`config.mk`:
```
export PLATFORM = sky130hd
export DESIGN_NAME = adcoi_top
export DESIGN_NICKNAME = d
export VERILOG_FILES = /design/src/include/adcoi_pkg.sv /design/src/verilog/adcoi_sync.sv /design/src/verilog/adcoi_top.sv
export SDC_FILE = /design/constraint.sdc
export NUM_CORES = 1
export LEC_CHECK = 0
export BUFFER_PORTS_ARGS = -buffer_cell sky130_fd_sc_hd__buf_2
export CORE_MARGIN = 5
export CORE_UTILIZATION = 40
export CTS_CLUSTER_DIAMETER = 100
export DETAILED_ROUTE_END_ITERATION = 10
export MAX_ROUTING_LAYER = met4
export SETUP_SLACK_MARGIN = 0.15
export SYNTH_ARGS = -nofsm -noshare
export SYNTH_HDL_FRONTEND = slang
export SYNTH_SLANG_ARGS = --single-unit
```
`constraint.sdc`:
```
create_clock -name pclk -period 2.61 [get_ports pclk]
set_input_delay 0.6525 -clock pclk [delete_from_list [all_inputs] [get_ports pclk]]
set_output_delay 0.6525 -clock pclk [all_outputs]
set_load 0.01 [all_outputs]
```
`src/include/adcoi_pkg.sv`:
```
package adcoi_pkg;
    localparam int ADCOI_DATA_W = 10;
    localparam int ADCOI_PIPE_LATENCY = 5;
    localparam logic [7:0] ADCOI_ADDR_CTRL = 8'h00;
    localparam logic [7:0] ADCOI_ADDR_STATUS = 8'h04;
    localparam logic [7:0] ADCOI_ADDR_IRQ_STATUS = 8'h08;
    localparam logic [7:0] ADCOI_ADDR_IRQ_CLEAR = 8'h0c;
    localparam logic [7:0] ADCOI_ADDR_IRQ_ENABLE = 8'h10;
    localparam int ADCOI_CTRL_OVR_BIT = 0;
    localparam int ADCOI_CTRL_MODE_LSB = 1;
    localparam int ADCOI_CTRL_FMT_LSB = 3;
    localparam logic [4:0] ADCOI_CTRL_RESET = 5'h00;
    localparam int ADCOI_ST_MODE_LSB = 0;
    localparam int ADCOI_ST_FMT_LSB = 2;
    localparam int ADCOI_ST_TWOS_BIT = 4;
    localparam int ADCOI_ST_DCS_BIT = 5;
    localparam int ADCOI_ST_PWR_LSB = 6;
    localparam int ADCOI_ST_COUNT_LSB = 16;
    localparam int ADCOI_IRQ_W = 3;
    localparam int ADCOI_IRQ_CONV_BIT = 0;
    localparam int ADCOI_IRQ_RANGE_BIT = 1;
    localparam int ADCOI_IRQ_PWR_BIT = 2;
    localparam logic [2:0] ADCOI_IRQ_RESET = 3'h0;
    localparam logic [1:0] ADCOI_STRAP_0V = 2'h0;
    localparam logic [1:0] ADCOI_STRAP_THIRD = 2'h1;
    localparam logic [1:0] ADCOI_STRAP_TWO_THIRDS = 2'h2;
    localparam logic [1:0] ADCOI_STRAP_FULL = 2'h3;
    typedef enum logic [1:0] {
        ADCOI_OUT_FULL_RATE,
        ADCOI_OUT_DEMUX_SIMUL,
        ADCOI_OUT_DEMUX_INTERLEAVE,
        ADCOI_OUT_DIFFERENTIAL
    } adcoi_out_mode_t;
    typedef enum logic [1:0] {
        ADCOI_PWR_ACTIVE,
        ADCOI_PWR_OUTPUTS_OFF,
        ADCOI_PWR_NAP,
        ADCOI_PWR_SLEEP
    } adcoi_pwr_t;
endpackage : adcoi_pkg

```
`src/verilog/adcoi_sync.sv`:
```
`timescale 1ns/1ps
module adcoi_sync #(
    parameter int WIDTH = 1
) (
    input wire logic pclk,
    input wire logic presetn,
    input wire logic [WIDTH-1:0] async_in,
    output logic [WIDTH-1:0] sync_out
);
    logic [WIDTH-1:0] meta_q;

    // The first stage feeds only the second stage.
    always_ff @(posedge pclk or negedge presetn) begin
        if (!presetn) begin
            meta_q <= '0;
            sync_out <= '0;
        end else begin
            meta_q <= async_in;
            sync_out <= meta_q;
        end
    end
endmodule : adcoi_sync

```
`src/verilog/adcoi_top.sv`:
```
`timescale 1ns/1ps
// What this block does
// RULE1: A conversion starts on each rising encode_p edge, i.e. falling encode_n edge.
// RULE2: Power-down low and output enable low: convert and drive the outputs, bus B data and overflow in demux modes only.
// RULE3: Power-down low, output enable high: keep converting, outputs high impedance.
// RULE4: Power-down high, output enable low: nap, outputs high impedance.
// RULE5: Power-down high, output enable high: sleep, outputs high impedance.
// RULE6: Ten-bit bus B, bit 9 is MSB, high impedance in full-rate mode.
// RULE7: Bus B overflow flags an out-of-range sample, high impedance at full rate.
// RULE8: Interleaved demux: receiver latches bus B on falling bus B valid clock.
// RULE9: Simultaneous demux: receiver latches bus B on rising bus B valid clock.
// RULE10: Bus B valid clock stays driven in full-rate mode.
// RULE11: Receiver latches bus A on the falling edge of bus A valid clock.
// RULE12: Ten-bit bus A, bit 9 is MSB, active in every single-ended mode.
// RULE13: Bus A overflow is high when its sample came from an out-of-range input.
// RULE14: Four-level strap picks full rate, demux simultaneous, demux interleaved, differential.
// RULE15: Four-level strap picks code format and duty cycle stabilizer setting.
// RULE16: In two's complement, near-zero input toggles between all zeros and all ones.
// RULE17: In demux modes results alternate between buses, each at half encode rate.
// RULE18: Offset binary is two's complement with the MSB inverted.
module adcoi_top
    import adcoi_pkg::*;
#(
    parameter int DATA_W = ADCOI_DATA_W,
    parameter int PIPE_LATENCY = ADCOI_PIPE_LATENCY
) (
    input wire logic pclk,
    input wire logic presetn,
    input wire logic psel,
    input wire logic penable,
    input wire logic pwrite,
    input wire logic [7:0] paddr,
    input wire logic [31:0] pwdata,
    input wire logic [3:0] pstrb,
    output logic [31:0] prdata,
    output logic pready,
    output logic pslverr,
    output logic irq,
    input wire logic encode_p,
    input wire logic encode_n,
    input wire logic [DATA_W-1:0] core_code,
    input wire logic core_out_of_range,
    input wire logic power_down_select,
    input wire logic output_enable_n,
    input wire logic [1:0] output_mode_strap,
    input wire logic [1:0] format_strap,
    output logic [DATA_W-1:0] bus_a_data,
    output logic bus_a_data_oe,
    output logic bus_a_overflow,
    output logic bus_a_overflow_oe,
    output logic bus_a_valid_clock,
    output logic bus_a_valid_clock_oe,
    output logic [DATA_W-1:0] bus_b_data,
    output logic bus_b_data_oe,
    output logic bus_b_overflow,
    output logic bus_b_overflow_oe,
    output logic bus_b_valid_clock,
    output logic bus_b_valid_clock_oe
);
    localparam int SYNC_W = DATA_W + 9;

    logic [SYNC_W-1:0] raw_in;
    logic [SYNC_W-1:0] sync_in;
    logic enc_p_s;
    logic enc_n_s;
    logic [DATA_W-1:0] code_s;
    logic range_s;
    logic pds_s;
    logic oen_s;
    logic [1:0] mode_strap_s;
    logic [1:0] fmt_strap_s;

    logic enc_lvl;
    logic enc_prev_q;
    logic enc_rise;
    logic enc_fall;

    logic [4:0] ctrl_q;
    logic [ADCOI_IRQ_W-1:0] irq_status_q;
    logic [ADCOI_IRQ_W-1:0] irq_enable_q;
    logic [ADCOI_IRQ_W-1:0] irq_event;
    logic [ADCOI_IRQ_W-1:0] irq_clear;
    logic [15:0] conv_count_q;

    adcoi_out_mode_t out_mode;
    adcoi_pwr_t pwr_state;
    adcoi_pwr_t pwr_prev_q;
    logic [1:0] fmt_sel;
    logic twos_fmt;
    logic dcs_on;
    logic converting;
    logic drive_en;
    logic demux;

    logic [DATA_W-1:0] pipe_code_q [PIPE_LATENCY];
    logic pipe_range_q [PIPE_LATENCY];
    logic [DATA_W-1:0] out_code;
    logic out_range;
    logic phase_q;
    logic [DATA_W-1:0] hold_code_q;
    logic hold_range_q;
    logic [DATA_W-1:0] a_data_q;
    logic a_range_q;
    logic [DATA_W-1:0] b_data_q;
    logic b_range_q;
    logic clk_a_q;
    logic clk_b_q;

    logic wr_en;
    logic rd_en;
    logic addr_ok;

    assign raw_in = {encode_p, encode_n, core_out_of_range, power_down_select,
                     output_enable_n, output_mode_strap, format_strap, core_code};

    adcoi_sync #(
        .WIDTH(SYNC_W)
    ) u_sync (
        .pclk(pclk),
        .presetn(presetn),
        .async_in(raw_in),
        .sync_out(sync_in)
    );

    assign enc_p_s = sync_in[SYNC_W-1];
    assign enc_n_s = sync_in[SYNC_W-2];
    assign range_s = sync_in[SYNC_W-3];
    assign pds_s = sync_in[SYNC_W-4];
    assign oen_s = sync_in[SYNC_W-5];
    assign mode_strap_s = sync_in[DATA_W+3:DATA_W+2];
    assign fmt_strap_s = sync_in[DATA_W+1:DATA_W];
    assign code_s = sync_in[DATA_W-1:0];

    // Encode is high while the true input is above its complement.
    assign enc_lvl = enc_p_s & ~enc_n_s;
    assign enc_rise = enc_lvl & ~enc_prev_q; // see RULE1
    assign enc_fall = ~enc_lvl & enc_prev_q;

    always_ff @(posedge pclk or negedge presetn) begin
        if (!presetn) begin
            enc_prev_q <= 1'b0;
        end else begin
            enc_prev_q <= enc_lvl;
        end
    end

    // Strap decode, with an optional software override.
    always_comb begin
        logic [1:0] msel;
        msel = ctrl_q[ADCOI_CTRL_OVR_BIT] ? ctrl_q[ADCOI_CTRL_MODE_LSB +: 2] : mode_strap_s;
        fmt_sel = ctrl_q[ADCOI_CTRL_OVR_BIT] ? ctrl_q[ADCOI_CTRL_FMT_LSB +: 2] : fmt_strap_s;
        case (msel) // see RULE14
            ADCOI_STRAP_0V: out_mode = ADCOI_OUT_FULL_RATE;
            ADCOI_STRAP_THIRD: out_mode = ADCOI_OUT_DEMUX_SIMUL;
            ADCOI_STRAP_TWO_THIRDS: out_mode = ADCOI_OUT_DEMUX_INTERLEAVE;
            default: out_mode = ADCOI_OUT_DIFFERENTIAL;
        endcase
        case (fmt_sel) // see RULE15
            ADCOI_STRAP_0V: begin
                twos_fmt = 1'b0;
                dcs_on = 1'b0;
            end
            ADCOI_STRAP_THIRD: begin
                twos_fmt = 1'b0;
                dcs_on = 1'b1;
            end
            ADCOI_STRAP_TWO_THIRDS: begin
                twos_fmt = 1'b1;
                dcs_on = 1'b1;
            end
            default: begin
                twos_fmt = 1'b1;
                dcs_on = 1'b0;
            end
        endcase
    end

    // Power state from power-down select and output enable.
    always_comb begin
        case ({pds_s, oen_s})
            2'b00: pwr_state = ADCOI_PWR_ACTIVE; // see RULE2
            2'b01: pwr_state = ADCOI_PWR_OUTPUTS_OFF; // see RULE3
            2'b10: pwr_state = ADCOI_PWR_NAP; // see RULE4
            default: pwr_state = ADCOI_PWR_SLEEP; // see RULE5
        endcase
    end

    assign converting = ~pds_s; // see RULE3
    assign drive_en = ~pds_s & ~oen_s; // see RULE2
    assign demux = (out_mode == ADCOI_OUT_DEMUX_SIMUL) ||
                   (out_mode == ADCOI_OUT_DEMUX_INTERLEAVE);

    // Conversion pipeline; the core delivers two's complement codes.
    always_ff @(posedge pclk or negedge presetn) begin
        if (!presetn) begin
            for (int i = 0; i < PIPE_LATENCY; i++) begin
                pipe_code_q[i] <= '0;
                pipe_range_q[i] <= 1'b0;
            end
        end else if (enc_rise && converting) begin // see RULE1
            pipe_code_q[0] <= code_s;
            pipe_range_q[0] <= range_s;
            for (int i = 1; i < PIPE_LATENCY; i++) begin
                pipe_code_q[i] <= pipe_code_q[i-1];
                pipe_range_q[i] <= pipe_range_q[i-1];
            end
        end
    end

    // Offset binary flips the MSB, so mid-scale reads as 10'h200 or 10'h1ff, not all zeros or all ones.
    always_comb begin
        out_code = pipe_code_q[PIPE_LATENCY-1]; // see RULE16
        if (!twos_fmt) begin
            out_code[DATA_W-1] = ~pipe_code_q[PIPE_LATENCY-1][DATA_W-1]; // see RULE18
        end
        out_range = pipe_range_q[PIPE_LATENCY-1];
    end

    // Output buses and their valid clocks.
    always_ff @(posedge pclk or negedge presetn) begin
        if (!presetn) begin
            phase_q <= 1'b0;
            hold_code_q <= '0;
            hold_range_q <= 1'b0;
            a_data_q <= '0;
            a_range_q <= 1'b0;
            b_data_q <= '0;
            b_range_q <= 1'b0;
            clk_a_q <= 1'b0;
            clk_b_q <= 1'b0;
        end else if (converting && enc_rise) begin
            phase_q <= demux ? ~phase_q : 1'b0;
            case (out_mode)
                ADCOI_OUT_DEMUX_INTERLEAVE: begin
                    if (!phase_q) begin
                        a_data_q <= out_code; // see RULE17
                        a_range_q <= out_range; // see RULE13
                        clk_a_q <= 1'b1;
                        clk_b_q <= 1'b0; // see RULE8
                    end else begin
                        b_data_q <= out_code; // see RULE17
                        b_range_q <= out_range; // see RULE7
                        clk_a_q <= 1'b0; // see RULE11
                        clk_b_q <= 1'b1;
                    end
                end
                ADCOI_OUT_DEMUX_SIMUL: begin
                    if (!phase_q) begin
                        hold_code_q <= out_code;
                        hold_range_q <= out_range;
                        clk_a_q <= 1'b0; // see RULE11
                        clk_b_q <= 1'b1; // see RULE9
                    end else begin
                        a_data_q <= hold_code_q; // see RULE17
                        a_range_q <= hold_range_q; // see RULE13
                        b_data_q <= out_code;
                        b_range_q <= out_range; // see RULE7
                        clk_a_q <= 1'b1;
                        clk_b_q <= 1'b0;
                    end
                end
                default: begin
                    a_data_q <= out_code; // see RULE12
                    a_range_q <= out_range; // see RULE13
                    clk_a_q <= 1'b1;
                    clk_b_q <= 1'b1; // see RULE10
                end
            endcase
        end else if (converting && enc_fall && !demux) begin
            clk_a_q <= 1'b0; // see RULE11
            clk_b_q <= 1'b0; // see RULE10
        end
    end

    assign bus_a_data = a_data_q;
    assign bus_a_overflow = a_range_q;
    assign bus_a_valid_clock = clk_a_q;
    assign bus_b_data = b_data_q;
    assign bus_b_overflow = b_range_q;
    assign bus_b_valid_clock = clk_b_q;
    assign bus_a_data_oe = drive_en; // see RULE12
    assign bus_a_overflow_oe = drive_en;
    assign bus_a_valid_clock_oe = drive_en;
    assign bus_b_data_oe = drive_en & demux; // see RULE6
    assign bus_b_overflow_oe = drive_en & demux; // see RULE7
    assign bus_b_valid_clock_oe = drive_en; // see RULE10

    // Conversion counter and power state history.
    always_ff @(posedge pclk or negedge presetn) begin
        if (!presetn) begin
            conv_count_q <= 16'h0000;
        end else if (enc_rise && converting) begin
            conv_count_q <= conv_count_q + 16'h0001;
        end
    end

    always_ff @(posedge pclk or negedge presetn) begin
        if (!presetn) begin
            pwr_prev_q <= ADCOI_PWR_ACTIVE;
        end else begin
            pwr_prev_q <= pwr_state;
        end
    end

    // APB slave with no wait states.
    assign pready = 1'b1;
    assign wr_en = psel & penable & pwrite;
    assign rd_en = psel & penable & ~pwrite;
    assign addr_ok = (paddr == ADCOI_ADDR_CTRL) || (paddr == ADCOI_ADDR_STATUS) ||
                     (paddr == ADCOI_ADDR_IRQ_STATUS) || (paddr == ADCOI_ADDR_IRQ_CLEAR) ||
                     (paddr == ADCOI_ADDR_IRQ_ENABLE);
    assign pslverr = psel & penable & ~addr_ok;

    always_ff @(posedge pclk or negedge presetn) begin
        if (!presetn) begin
            ctrl_q <= ADCOI_CTRL_RESET;
        end else if (wr_en && paddr == ADCOI_ADDR_CTRL && pstrb[0]) begin
            ctrl_q <= pwdata[4:0];
        end
    end

    always_ff @(posedge pclk or negedge presetn) begin
        if (!presetn) begin
            irq_enable_q <= ADCOI_IRQ_RESET;
        end else if (wr_en && paddr == ADCOI_ADDR_IRQ_ENABLE && pstrb[0]) begin
            irq_enable_q <= pwdata[ADCOI_IRQ_W-1:0];
        end
    end

    assign irq_event[ADCOI_IRQ_CONV_BIT] = enc_rise & converting;
    assign irq_event[ADCOI_IRQ_RANGE_BIT] = enc_rise & converting & out_range;
    assign irq_event[ADCOI_IRQ_PWR_BIT] = (pwr_state != pwr_prev_q);
    assign irq_clear = (wr_en && paddr == ADCOI_ADDR_IRQ_CLEAR && pstrb[0]) ?
                       pwdata[ADCOI_IRQ_W-1:0] : ADCOI_IRQ_RESET;

    // A new event outranks a clear in the same cycle.
    always_ff @(posedge pclk or negedge presetn) begin
        if (!presetn) begin
            irq_status_q <= ADCOI_IRQ_RESET;
        end else begin
            irq_status_q <= (irq_status_q & ~irq_clear) | irq_event;
        end
    end

    assign irq = |(irq_status_q & irq_enable_q);

    always_comb begin
        prdata = 32'h0000_0000;
        if (rd_en) begin
            case (paddr)
                ADCOI_ADDR_CTRL: prdata[4:0] = ctrl_q;
                ADCOI_ADDR_STATUS: begin
                    prdata[ADCOI_ST_MODE_LSB +: 2] = out_mode;
                    prdata[ADCOI_ST_FMT_LSB +: 2] = fmt_sel;
                    prdata[ADCOI_ST_TWOS_BIT] = twos_fmt;
                    prdata[ADCOI_ST_DCS_BIT] = dcs_on;
                    prdata[ADCOI_ST_PWR_LSB +: 2] = pwr_state;
                    prdata[ADCOI_ST_COUNT_LSB +: 16] = conv_count_q;
                end
                ADCOI_ADDR_IRQ_STATUS: prdata[ADCOI_IRQ_W-1:0] = irq_status_q;
                ADCOI_ADDR_IRQ_ENABLE: prdata[ADCOI_IRQ_W-1:0] = irq_enable_q;
                default: prdata = 32'h0000_0000;
            endcase
        end
    end
endmodule : adcoi_top

```
==> results.tsv <==
metric	value	unit
setup_viol	1	
ys_seq_elements	159	
synth_compound_area_share	3.799	%
die_area	18510	um^2
synthTopCellsByCount	nand2_1 (192), dfrtp_1 (159), mux2_2 (30), clkbuf_1 (23), and2_1 (17)	
first_global_vias	4232	
cts_buffers	17	
cp_slowest_stage_delay	230	ps
first_pass_iters	4	
synthAdderAreaFrac	0.5906	%
rsz0062_at_grt	true	
h-tree-depth	4	
hold_buffers	0	
fp.dieW	136.1	um
diodes	0	
fmax	381.8	MHz
power.density	770.3	nW/um^2
detailroute.via_count	4142	
tightestPinTransition	598.3	ps
insertion_delay	430	ps
yosys.area.top_type	dfrtp_1	
hp-class	input pin to async pin	
dpl_cell_area	7062	um^2
synthArstFlopShare	100.0	%
drt_wl_total	12.08	mm
synthFlopType	dfrtp_1	
synth_edf_count	0	
yosysMostFrequentCell	nand2_1	
wl_per_cell	13.35	um
die_height	136.1	um
ant_nets	0	
violations	setup timing	
slew_viol_final	0	
antenna_found_initial	0	
grt_overflow_total	0	
synth_top_area_share	62.60	%
start_kind	input pin	
syn_avg_cell_area	10.94	um^2
setup_slack	-9.030	ps
cts_tree	built	
slowest_stage	nor4_4	
ctsLongestPathBuffers	2	
io_pins	133	
required	1960	ps
status	complete, but fails checks	
cap_violations	0	
worst_ep_arrival_time	1970	ps
crit_fanout	8	
hold_violations	0	
maxSlewHeadroom	60.02	%
vdd_drop_max	551.2	uV
min_period_over_period	100.3	%
crit_path_end_kind	primary output	
netlist_area	6356	um^2
ys_seq_area_share	62.60	%
crit_buf_inv	4	
clock_sinks	159	
row_count	46	
grt_max_degree	60	
cp_cell_sequence	buf_2, nand4bb_1, nand2b_4, buf_6, nor4_4, buf_4, and2_1, buf_2	
gr-usage-all-layers	14.29	%
synthXorXnorAreaFrac	2.756	%
yosysUniqueCellTypes	44	
fillers	1462	
synth_top_family_by_area	simple AND/OR/NAND/NOR gates	
vias_per_cell	4.577	
design_area	7835	um^2
coreArea	15710	um^2
yosys_warnings	0	
grt_pass1_wl	20.45	mm
path_common_cell	buf_2	
synthMuxAreaShare	7.835	%
place_congestion	0.8014	
synthSimpleGateAreaFrac	18.39	%
yosys-top-cells-area	dfrtp_1 (63%), nand2_1 (11%), mux2_2 (5.3%)	
drt_iter0_drc	141	
finalHoldWorstSlack	168.9	ps
nets	747	
start_util	40.45	%
clkTransAtPathRegs	60	ps
drcViolationCount	0	
fin_worst_skew	6.496	ps
syn2layout_area_growth	23.27	%
cts_root_buf	clkbuf_16	
drive_above_1_share	28.30	%
portBuffers	93	
syn_inst	581	
hpwl	7.983	mm
fin_crit	2619	ps
p_leak	3.967	nW
cp_top_family	simple AND/OR/NAND/NOR gates	
critPathKind	input pin to primary output	
## power breakdown
group          switching, W  internal [W]
logic              0.000361      0.000290
registers          0.000240       0.00282
clock network      0.000962       0.00136
total               0.00156       0.00447
## kinds of logic after synthesis
group | after synthesis
multiplexers | 46
adder cells (fa/ha/maj) | 3
other | 2
XOR/XNOR | 20
buffers and inverters | 49
flip-flops | 159
AO/OA/AOI/OAI | 37
AND/OR/NAND/NOR | 265
## worst paths after layout
path | slack (ps) | cells after the start | startpoint | endpoint
max in group asynchronous | 1740 | 2 | presetn | ctrl_q[0]$_DFFE_PN0P_
min | 170 | 1 | presetn | u_sync.meta_q[2]$_DFF_PN0_
min reg2reg | 350 | 0 | u_sync.meta_q[9]$_DFF_PN0_ | u_sync.sync_out[9]$_DFF_PN0_
min in group pclk | 330 | 1 | core_code[6] | u_sync.meta_q[6]$_DFF_PN0_
max | -9 | 8 | paddr[0] | prdata[25]
max reg2reg | 430 | 7 | ctrl_q[0]$_DFFE_PN0P_ | bus_a_data[0]$_DFFE_PN0P_
## timing repair
item                                    in CTS  in global routing
gates resized for setup                     32                  7
pin swaps                                   11                  1
buffers inserted                             1                  0
endpoints found under the setup margin      26                 26
cloned                                       1                  0
## cell type report
type	instances	area (um^2)	share of cell area, %
clock buffer	20	456.7	5.829
clock inverter	12	108.9	1.389
inverter	8	30.03	0.3833
multi-input combinational	380	2316	29.56
sequential	159	3980	50.80
tap	216	270.3	3.449
timing repair buffer	110	673.1	8.592
## layout by cell type (no fill, tap or decap), drive strengths merged, types with 3 or more instances in the layout
| cell | n |
|---|---|
| and2 | 17 |
| mux2 | 30 |
| o21ai | 15 |
| clkinv | 7 |
| xor2 | 7 |
| buf | 110 |
| a211oi | 4 |
| nand4 | 3 |
| nor3 | 7 |
| xnor2 | 13 |
| nor2 | 12 |
| nand2 | 192 |
| ha | 3 |
| mux2i | 16 |
| conb | 9 |
| a2111oi | 3 |
| nand3 | 9 |
| inv | 10 |
| and3 | 3 |
| nor4 | 4 |
| dfrtp | 159 |
| clkbuf | 20 |
| and4 | 3 |
| nand3b | 4 |
| a21oi | 5 |
## registers in the layout, indices dropped and copies added, names as in the netlist, 2 cells and up
signal           flops
pipe_code_q         41
u_sync.meta_q       19
u_sync.sync_out     19
conv_count_q        16
bus_a_data          10
bus_b_data          10
hold_code_q         10
out_code             9
ctrl_q               5
pipe_range_q         4
irq_enable_q         3
irq_status_q         3
pwr_prev_q           2
## per-layer routing
| layer | part of all wire, % | wire length, um | GRT usage (%) |
|---|---|---|---|
| met5 | 0 | 0 | - |
| met4 | 1.5 | 183 | 5.487 |
| met3 | 4.5 | 540 | 3.812 |
| met2 | 48 | 5781 | 21.77 |
| met1 | 46 | 5576 | 18.39 |
## worst reg2reg max path, cell delays in order (launching register included)
cell,delay (ps)
dfrtp_2,450
mux2i_4,320
inv_1,80
ha_1,250
mux2i_1,230
nand2_1,410
nand2_1,210
o21ai_0,100
## stage by stage
| stage | std cells | total power [W] | setup slack [ps] | TNS (ps) | util (%) |
|---|---|---|---|---|---|
| CTS | 905 | 0.006131 | -3.854 | -6.884 | 49.67 |
| global placement | 871 | 0.003710 | -27.43 | -291.3 | 44.94 |
| detailed placement | 871 | 0.003747 | -61.89 | -542.9 | 44.94 |
| finish | 905 | 0.006036 | -9.030 | -9.030 | 49.86 |
| floorplan | 588 | 0.003470 | 130.1 | 0 | - |
| global route | 905 | 0.006359 | -99.51 | -1290 | 49.86 |
Note: power is estimated with default switching activity, not from simulation.
